`src/rtl/clkdiv_pkg.sv`:
```
// constants shared by the cascaded channel divider and its stages
package clkdiv_pkg;
   // ---------------------------------------------------------------
   // register bus geometry
   // ---------------------------------------------------------------
   localparam int ADDR_W = 4;
   localparam int DATA_W = 16;
   localparam int FIELD_W = 4;          // width of one count field
   // ---------------------------------------------------------------
   // register offsets
   // ---------------------------------------------------------------
   localparam logic [3:0] ADDR_DIV1 = 4'h0;   // first stage counts
   localparam logic [3:0] ADDR_DIV2 = 4'h1;   // second stage counts
   localparam logic [3:0] ADDR_CTRL = 4'h2;   // bypass, correction, source
   localparam logic [3:0] ADDR_VCO = 4'h3;    // vco divider ratio
   localparam logic [3:0] ADDR_STAT = 4'h4;   // constraint flag, level
   localparam logic [3:0] ADDR_RATIO = 4'h5;  // total channel division
   // ---------------------------------------------------------------
   // field positions
   // ---------------------------------------------------------------
   localparam int LOW_LSB = 4;          // low-cycle count, upper nibble
   localparam int HIGH_LSB = 0;         // high-cycle count, lower nibble
   localparam int CTRL_BYP1 = 0;
   localparam int CTRL_BYP2 = 1;
   localparam int CTRL_DCC_OFF = 2;
   localparam int CTRL_VCO_SEL = 3;
   localparam int CTRL_W = 4;
   localparam int VCO_W = 3;
   localparam int RATIO_W = 11;
   // ---------------------------------------------------------------
   // reset values and count offsets
   // ---------------------------------------------------------------
   localparam logic [7:0] DIV_RST = 8'h00;
   localparam logic [3:0] CTRL_RST = 4'h0;    // correction on by default
   localparam logic [2:0] VCO_RST = 3'h2;
   localparam logic [2:0] VCO_MIN = 3'h2;
   localparam int CNT_BIAS = 1;         // fields hold cycles minus one
   localparam int MAX_RATIO = 1024;
endpackage

```
`src/rtl/stage_if.sv`:
```
// carrier between the channel top and one counting stage
`timescale 1ns/1ns
interface stage_if #(parameter int W = 4);
   logic in_rise;            // input clock rising edge, one cycle
   logic in_fall;            // input clock falling edge, one cycle
   logic [W-1:0] high_cnt;   // high cycles minus one
   logic [W-1:0] low_cnt;    // low cycles minus one
   logic dcc_on;             // duty-cycle correction enabled
   logic out_level;          // stage output level
   logic out_rise;           // stage output rising edge
   logic out_fall;           // stage output falling edge
   modport stage (input in_rise, in_fall, high_cnt, low_cnt, dcc_on,
                  output out_level, out_rise, out_fall);
   modport ctrl (output in_rise, in_fall, high_cnt, low_cnt, dcc_on,
                 input out_level, out_rise, out_fall);
endinterface

```
`src/rtl/divider_stage.sv`:
```
// one programmable high/low counting stage with duty-cycle correction
`timescale 1ns/1ns
module divider_stage #(
   parameter int W = 4
) (
   input wire logic core_clk,
   input wire logic nrst,
   stage_if.stage s
);
   import clkdiv_pkg::*;

   // ---------------------------------------------------------------
   // parameter check
   // ---------------------------------------------------------------
   if (W < 1 || W > 8) begin : g_bad_width
      $error("divider_stage: field width not supported");
   end

   // ---------------------------------------------------------------
   // counting datapath
   // ---------------------------------------------------------------
   logic [W+1:0] cnt;         // input rises since output rose
   logic pend;                // odd corrected: fall waits for input fall
   logic out_level;
   logic out_rise;
   logic out_fall;
   wire logic [W+1:0] d_total; // whole division of this stage
   wire logic dcc_odd;
   wire logic wrap;
   wire logic high_end;
   wire logic [W+1:0] next_cnt;
   wire logic next_out;
   wire logic next_pend;

   // counts are cycles minus one
   assign d_total = (W+2)'(s.high_cnt) + (W+2)'(s.low_cnt)
                  + (W+2)'(2 * CNT_BIAS);
   // correction only acts on an odd division
   assign dcc_odd = s.dcc_on & d_total[0];
   // >= so a count left over from a longer setting restarts on the next input rise
   assign wrap = s.in_rise && (cnt >= d_total - (W+2)'(CNT_BIAS));
   assign high_end = s.in_rise && !wrap && (cnt == (W+2)'(s.high_cnt));
   assign next_cnt = wrap ? '0 : (s.in_rise ? cnt + 1'b1 : cnt);
   // uncorrected: high for high count plus one cycles
   // corrected odd: fall on the input fall, adding the input high
   assign next_out = wrap ? 1'b1 :
                     (high_end && !dcc_odd) ? 1'b0 :
                     (s.in_fall && pend) ? 1'b0 : out_level;
   assign next_pend = wrap ? 1'b0 :
                      (high_end && dcc_odd) ? 1'b1 :
                      s.in_fall ? 1'b0 : pend;

   // state and edge pulses, aligned with the registered level
   always_ff @(posedge core_clk or negedge nrst) begin
      if (!nrst) begin
         cnt <= '0;
         pend <= 1'b0;
         out_level <= 1'b0;
         out_rise <= 1'b0;
         out_fall <= 1'b0;
      end else begin
         cnt <= next_cnt;
         pend <= next_pend;
         out_level <= next_out;
         out_rise <= next_out & ~out_level;
         out_fall <= ~next_out & out_level;
      end
   end

   assign s.out_level = out_level;
   assign s.out_rise = out_rise;
   assign s.out_fall = out_fall;

   // ---------------------------------------------------------------
   // assertions
   // ---------------------------------------------------------------
   a_plain_fall: assert property (@(posedge core_clk) disable iff (!nrst)
      high_end && !dcc_odd |=> !out_level && out_fall == $past(out_level))
      else $error("uncorrected stage did not fall after high count");
   a_odd_hold: assert property (@(posedge core_clk) disable iff (!nrst)
      high_end && dcc_odd && !s.in_fall |=>
      pend && out_level == $past(out_level))
      else $error("corrected odd stage fell early");
   a_odd_fall: assert property (@(posedge core_clk) disable iff (!nrst)
      s.in_fall && pend && !wrap |=> !out_level ##1 !out_fall)
      else $error("corrected odd stage missed input fall");
   a_period_wrap: assert property (@(posedge core_clk) disable iff (!nrst)
      wrap |=> out_level && cnt == '0)
      else $error("stage period did not restart");
   c_odd_fix: cover property (@(posedge core_clk) disable iff (!nrst)
      high_end && dcc_odd ##[1:8] !out_level);
endmodule

```
`src/rtl/cascaded_channel_divider_dcc.sv`:
```
// cascaded two-stage channel divider with vco divider and duty correction
//
// Contract
// even stage corrected needs equal counts
// odd stage corrected: low exceeds high by one
// single bypassed stage must be second
// single even stage must be second
// uncorrected bypass passes input or first stage
// uncorrected cascade duty set by second stage
// vco divider alone: 50, 33.3, 40 percent
// corrected path gives 50 percent duty
// corrected odd vco adds input high time
// low count upper nibble, high lower
// division is product, bypass counts one
// correction on after reset, disable bit
`timescale 1ns/1ns
module cascaded_channel_divider_dcc (
   input wire logic core_clk,
   input wire logic nrst,
   input wire logic ref_level,          // sampled divider input clock
   input wire logic [clkdiv_pkg::ADDR_W-1:0] addr,
   input wire logic [clkdiv_pkg::DATA_W-1:0] wdata,
   input wire logic wr,
   input wire logic rd,
   output logic [clkdiv_pkg::DATA_W-1:0] rdata,
   output logic chan_out                // lvds/cmos channel output level
);
   import clkdiv_pkg::*;

   // ---------------------------------------------------------------
   // helpers
   // ---------------------------------------------------------------
   // whole division of one stage; a bypassed stage divides by one
   function automatic logic [RATIO_W-1:0] stage_total(
      input logic bypass, input logic [7:0] div);
      logic [RATIO_W-1:0] t;
      t = RATIO_W'(div[LOW_LSB +: FIELD_W]) + RATIO_W'(div[HIGH_LSB +:
          FIELD_W]) + RATIO_W'(2 * CNT_BIAS);
      stage_total = bypass ? RATIO_W'(CNT_BIAS) : t;
   endfunction

   // ---------------------------------------------------------------
   // configuration registers
   // ---------------------------------------------------------------
   logic [7:0] div1;            // first stage low/high counts
   logic [7:0] div2;            // second stage low/high counts
   logic [CTRL_W-1:0] ctrl;     // bypass bits, correction disable, source
   logic [VCO_W-1:0] vco_ratio; // vco divider ratio
   wire logic bypass1 = ctrl[CTRL_BYP1];
   wire logic bypass2 = ctrl[CTRL_BYP2];
   wire logic duty_correction_disable = ctrl[CTRL_DCC_OFF];
   wire logic vco_sel = ctrl[CTRL_VCO_SEL];
   // correction follows the disable bit for every stage
   wire logic dcc_on = ~duty_correction_disable;

   // software writes, one cycle each, never stalled
   always_ff @(posedge core_clk or negedge nrst) begin
      if (!nrst) begin
         div1 <= DIV_RST;
         div2 <= DIV_RST;
         ctrl <= CTRL_RST;
         vco_ratio <= VCO_RST;
      end else if (wr) begin
         case (addr)
            ADDR_DIV1: div1 <= wdata[7:0];
            ADDR_DIV2: div2 <= wdata[7:0];
            ADDR_CTRL: ctrl <= wdata[CTRL_W-1:0];
            ADDR_VCO: vco_ratio <= wdata[VCO_W-1:0];
            default: ;   // read-only or unmapped: ignored
         endcase
      end
   end

   // ---------------------------------------------------------------
   // input edges and vco divider
   // ---------------------------------------------------------------
   logic ref_prev;              // last sampled input level
   wire logic ref_rise = ref_level & ~ref_prev;
   wire logic ref_fall = ~ref_level & ref_prev;

   always_ff @(posedge core_clk or negedge nrst) begin
      if (!nrst) begin
         ref_prev <= 1'b0;
      end else begin
         ref_prev <= ref_level;
      end
   end

   // ratios below two are treated as two, the divider has no bypass
   wire logic [VCO_W-1:0] vco_eff =
      (vco_ratio < VCO_MIN) ? VCO_MIN : vco_ratio;
   // uncorrected odd vco division stays high for the floor half
   wire logic [VCO_W-1:0] vco_high = (vco_eff >> 1) - VCO_W'(CNT_BIAS);
   wire logic [VCO_W-1:0] vco_low =
      vco_eff - (vco_eff >> 1) - VCO_W'(CNT_BIAS);

   stage_if #(.W(FIELD_W)) vco_s ();
   stage_if #(.W(FIELD_W)) st1 ();
   stage_if #(.W(FIELD_W)) st2 ();

   assign vco_s.in_rise = ref_rise;
   assign vco_s.in_fall = ref_fall;
   assign vco_s.high_cnt = FIELD_W'(vco_high);
   assign vco_s.low_cnt = FIELD_W'(vco_low);
   // corrected odd vco division picks up the input high time
   assign vco_s.dcc_on = dcc_on;

   // ---------------------------------------------------------------
   // source selection and cascade
   // ---------------------------------------------------------------
   // raw input or vco divider output feeds the first stage
   wire logic src_level = vco_sel ? vco_s.out_level : ref_level;
   wire logic src_rise = vco_sel ? vco_s.out_rise : ref_rise;
   wire logic src_fall = vco_sel ? vco_s.out_fall : ref_fall;

   // low count in upper nibble, high count in lower
   assign st1.in_rise = src_rise;
   assign st1.in_fall = src_fall;
   assign st1.low_cnt = div1[LOW_LSB +: FIELD_W];
   assign st1.high_cnt = div1[HIGH_LSB +: FIELD_W];
   assign st1.dcc_on = dcc_on;

   // a bypassed first stage passes its input through
   wire logic mid_level = bypass1 ? src_level : st1.out_level;
   wire logic mid_rise = bypass1 ? src_rise : st1.out_rise;
   wire logic mid_fall = bypass1 ? src_fall : st1.out_fall;

   assign st2.in_rise = mid_rise;
   assign st2.in_fall = mid_fall;
   assign st2.low_cnt = div2[LOW_LSB +: FIELD_W];
   assign st2.high_cnt = div2[HIGH_LSB +: FIELD_W];
   assign st2.dcc_on = dcc_on;

   // with both stages active the second one sets the duty
   wire logic fin_level = bypass2 ? mid_level : st2.out_level;

   divider_stage #(.W(FIELD_W)) u_vco (
      .core_clk(core_clk),
      .nrst(nrst),
      .s(vco_s.stage)
   );
   divider_stage #(.W(FIELD_W)) u_st1 (
      .core_clk(core_clk),
      .nrst(nrst),
      .s(st1.stage)
   );
   divider_stage #(.W(FIELD_W)) u_st2 (
      .core_clk(core_clk),
      .nrst(nrst),
      .s(st2.stage)
   );

   // output pin from a flop so it never glitches on a mux change
   always_ff @(posedge core_clk or negedge nrst) begin
      if (!nrst) begin
         chan_out <= 1'b0;
      end else begin
         chan_out <= fin_level;
      end
   end

   // ---------------------------------------------------------------
   // status: division and correction constraints
   // ---------------------------------------------------------------
   // channel division is the product of the stage divisions
   wire logic [RATIO_W-1:0] d1 = stage_total(bypass1, div1);
   wire logic [RATIO_W-1:0] d2 = stage_total(bypass2, div2);
   wire logic [2*RATIO_W-1:0] ratio_full = d1 * d2;
   wire logic [RATIO_W-1:0] ratio = ratio_full[RATIO_W-1:0];

   // count shape per active stage; reported, not enforced
   wire logic shape1 = bypass1 || (d1[0] ? (st1.low_cnt ==
      st1.high_cnt + FIELD_W'(CNT_BIAS)) : (st1.low_cnt == st1.high_cnt));
   wire logic shape2 = bypass2 || (d2[0] ? (st2.low_cnt ==
      st2.high_cnt + FIELD_W'(CNT_BIAS)) : (st2.low_cnt == st2.high_cnt));
   // the lone bypassed stage must be the second
   wire logic byp_ok = !(bypass1 && !bypass2);
   // a lone even stage must be the second
   wire logic even_ok = bypass1 || bypass2 || !(!d1[0] && d2[0]);
   wire logic dcc_ok = shape1 && shape2 && byp_ok && even_ok;

   // ---------------------------------------------------------------
   // read path: data stand only in the cycle after the strobe
   // ---------------------------------------------------------------
   wire logic [DATA_W-1:0] rd_mux =
      (addr == ADDR_DIV1) ? DATA_W'(div1) :
      (addr == ADDR_DIV2) ? DATA_W'(div2) :
      (addr == ADDR_CTRL) ? DATA_W'(ctrl) :
      (addr == ADDR_VCO) ? DATA_W'(vco_ratio) :
      (addr == ADDR_STAT) ? DATA_W'({chan_out, dcc_ok}) :
      (addr == ADDR_RATIO) ? DATA_W'(ratio) : '0;

   always_ff @(posedge core_clk or negedge nrst) begin
      if (!nrst) begin
         rdata <= '0;
      end else begin
         rdata <= rd ? rd_mux : '0;
      end
   end

   // ---------------------------------------------------------------
   // assertions
   // ---------------------------------------------------------------
   a_bypass_pass: assert property (@(posedge core_clk) disable iff (!nrst)
      bypass1 && bypass2 && !vco_sel |=> chan_out == $past(ref_level))
      else $error("bypassed channel did not follow input");
   a_vco_route: assert property (@(posedge core_clk) disable iff (!nrst)
      vco_sel && bypass1 && bypass2 |=> chan_out == $past(vco_s.out_level))
      else $error("vco divider not routed to output");
   a_ratio_range: assert property (@(posedge core_clk) disable iff (!nrst)
      ratio <= RATIO_W'(MAX_RATIO) &&
      (!(bypass1 && bypass2) || ratio == RATIO_W'(CNT_BIAS)))
      else $error("channel division out of range");
   a_dcc_default: assert property (@(posedge core_clk)
      $rose(nrst) |-> dcc_on ##1 (dcc_on || $past(wr)))
      else $error("correction not enabled after reset");
   c_cascade: cover property (@(posedge core_clk) disable iff (!nrst)
      !bypass1 && !bypass2 && dcc_ok ##1 $rose(chan_out));
   c_bypass2: cover property (@(posedge core_clk) disable iff (!nrst)
      !bypass1 && bypass2 && vco_sel ##1 $fell(chan_out));
endmodule

```
`config.mk`:
```
export PLATFORM = sky130hd
export DESIGN_NAME = cascaded_channel_divider_dcc
export DESIGN_NICKNAME = d
export VERILOG_FILES = /design/src/rtl/clkdiv_pkg.sv /design/src/rtl/stage_if.sv /design/src/rtl/divider_stage.sv /design/src/rtl/cascaded_channel_divider_dcc.sv
export SDC_FILE = /design/constraint.sdc
export NUM_CORES = 1
export LEC_CHECK = 0
export ABC_CLOCK_PERIOD_IN_PS = 5650
export BUFFER_PORTS_ARGS = -buffer_cell sky130_fd_sc_hd__buf_2
export CORE_MARGIN = 3
export CORE_UTILIZATION = 35
export DETAILED_ROUTE_END_ITERATION = 16
export GPL_TIMING_DRIVEN = 0
export PLACE_DENSITY_LB_ADDON = 0.08
export SETUP_SLACK_MARGIN = 0.1
export SYNTH_ARGS = -nofsm -noshare
export SYNTH_HDL_FRONTEND = slang
export SYNTH_HIERARCHICAL = 1
export SYNTH_SLANG_ARGS = --single-unit
```
`constraint.sdc`:
```
create_clock -name core_clk -period 5.65 [get_ports core_clk]
set_input_delay 0.2825 -clock core_clk [delete_from_list [all_inputs] [get_ports core_clk]]
set_output_delay 0.2825 -clock core_clk [all_outputs]
set_load 0.01 [all_outputs]
```
==> summary.md <==
| Metric | Value |
|---|---|
| F_max | `0.1906 GHz` |
| DRT antenna net count | `0` |
| Final min period | `5.246 ns` |
| Area after DPL | `0.006575 sq mm` |
| WS Path Type | `reg2reg` |
| CTS max path bufs | `2` |
| Tot GR Track Use | `15.38%` |
| CP Max Fanout | `7` |
| PostCTS Resize Cnt | `0` |
| Syn Area/Cell | `9.805 sq um` |
| Final setup viols | `0` |
| CP startpoint kind | `register` |
| Remaining Overflow, GRT | `0` |
| Routability cong. | `0.8384` |
| Commonest non-fill, non-tap cells in the layout | `ha_1, inv_1, dfrtp_1` |
| Root Buffer | `clkbuf_16` |
| First-pass GRT wire length | `23,840 um` |
| Share of cells above drive strength 1 | `20.24%` |
| Worst path max stage delay | `0.56 ns` |
| CTS tree | `done` |
| Buf+Inv Stages, Crit Path | `1` |
| Number of global-route vias before repair | `4,664` |
| Hold crit path type | `in2async` |
| Clock latency on the worst-skew pair | `0.34 ns` |
| Cells along the critical path | `ha_1 > ha_1 > a21o_1 > a21oi_1 > xnor2_1 > nand2b_1 > or2_2 > fa_1 > fa_1 > fa_1 > inv_1 > ha_1 > nor2b_1 > o21ai_1 > a21boi_0 > o21a_1 > o21a_1 > nor3_1` |
| Die X-Extent | `138.3 um` |
| Setup bufs post-CTS | `0` |
| Clk slew on worst S/H paths | `0.06 ns` |
| Final Slew Violations | `0` |
| Clock Sinks | `64` |
| Vias | `4,548` |
| Slew Limit Headroom | `44.57%` |
| Nets@finish | `800` |
| IO buf count | `27` |
| Die height | `138.3 um` |
| Top cell family by delay on the critical path | `adder cells` |
| Slew @ Worst Pin | `0.8315 ns` |
| RSZ-0062 raised after global routing | `no` |
| Hold Fails Final Rpt | `0` |
| Most common cell after layout, fill and taps aside | `ha_1` |
| Vias per inst | `5.070` |
| Tcrit/Tclk final | `92.85%` |
| CTS H-tree depth | `3` |
| Hold Buf Count CTS | `0` |
| Drc violations | `0` |
| Cell area after synthesis | `0.006128 sq mm` |
| Element type at the critical path end | `register` |
| Maxcap violations | `0` |
| Placeable Area | `0.01688 sq mm` |
| Mapped Cells | `625` |
| Status | `finished, final reports clean` |
| Ys Warns | `6` |
| 1st-iter DRT viols | `159` |
| Worst Path Required | `5.90 ns` |
| Largest net degree at the start of global routing | `65` |
| CP arrival | `5.50 ns` |
| Ant. Diodes | `0` |
| Maximum vdd drop | `0.0002909 V` |
| Half-perimeter wire length after placement | `11,250 um` |
| Cell Rows | `47` |
| Initial antenna violation count | `1` |
| Hold slack | `0.04410 ns` |
| P_leak | `3.325 nW` |
| Finished Cell Area | `0.006925 sq mm` |
| CTS Buf Count | `9` |
| CP max-delay cell | `fa_1` |
| Pwr/cell area | `503.7 mW/mm^2` |
| Area growth syn-to-layout | `13.01%` |
| Routed len/inst | `15.55 um` |
| Setup_tns | `0 ns` |
| Die ar. | `0.01913 sq mm` |
| Initial Util | `36.31%` |
| DRT Pass-1 Iters | `4` |
| Worst Skew | `0.008195 ns` |
| I/O pin count | `42` |
| Final WL | `13,950 um` |
-- cell type report --
type                       instances  area, sq um
clock inverter                     7        125.1
fill                            1663         9952
clock buffer                       9        225.2
tap                              220        275.3
inverter                          71        266.5
sequential                        64         1603
timing repair buffer              27        137.6
buffer                            19        120.1
multi-input combinational        480         4173
-- layer usage --
layer | share of wire (%) | global-route usage [%] | wire length, um | up-vias
li1 | - | - | - | 2253
met1 | 46 | 19.77 | 6404 | 2229
met2 | 50 | 26.13 | 6976 | 49
met3 | 2.3 | 2.175 | 324 | 15
met4 | 1.7 | 6.084 | 233 | 2
met5 | 0.093 | 0 | 13 | -
-- metrics by stage --
step | utilization [%] | instances | power, mW | worst slack (ns)
global route | 41.03 | 897 | 3.862 | 0.1619
finish | 41.03 | 897 | 3.489 | 0.4039
CTS | 41.03 | 897 | 3.544 | 0.3717
floorplan | - | 634 | 2.385 | 0.8758
global placement | 38.94 | 881 | 2.799 | 0.4449
detailed placement | 38.96 | 881 | 2.849 | 0.4480
-- power by group --
part           switching [mW]  internal [mW]  total, mW
registers               0.155          0.565      0.720
clock network           0.224          0.436      0.660
logic                    1.15          0.955       2.11
-- path summary, 6_finish.rpt --
path                                   start  depth (start not counted)           endpoint  slack, ns
setup / recovery                     div2[2]                         18           rdata[9]       0.40
hold / removal                          nrst                          1       u_vco/cnt[4]       0.04
setup reg to reg                     div2[2]                         18           rdata[9]       0.40
hold reg to reg            u_st1/s.out_level                          1  u_st1/s.out_level       0.55
max in group asynchronous               nrst                          1       u_st2/cnt[4]       5.06
min in group core_clk              ref_level                          1           ref_prev       0.09
-- registers in the layout, indices dropped and copies added (netlist names), 3 cells and up --
name / count
div1: 8
vco_ratio: 3
ctrl: 4
u_st2/cnt: 6
u_vco/cnt: 6
u_st1/cnt: 6
rdata: 11
div2: 8
(Power assumes the default switching activity.)
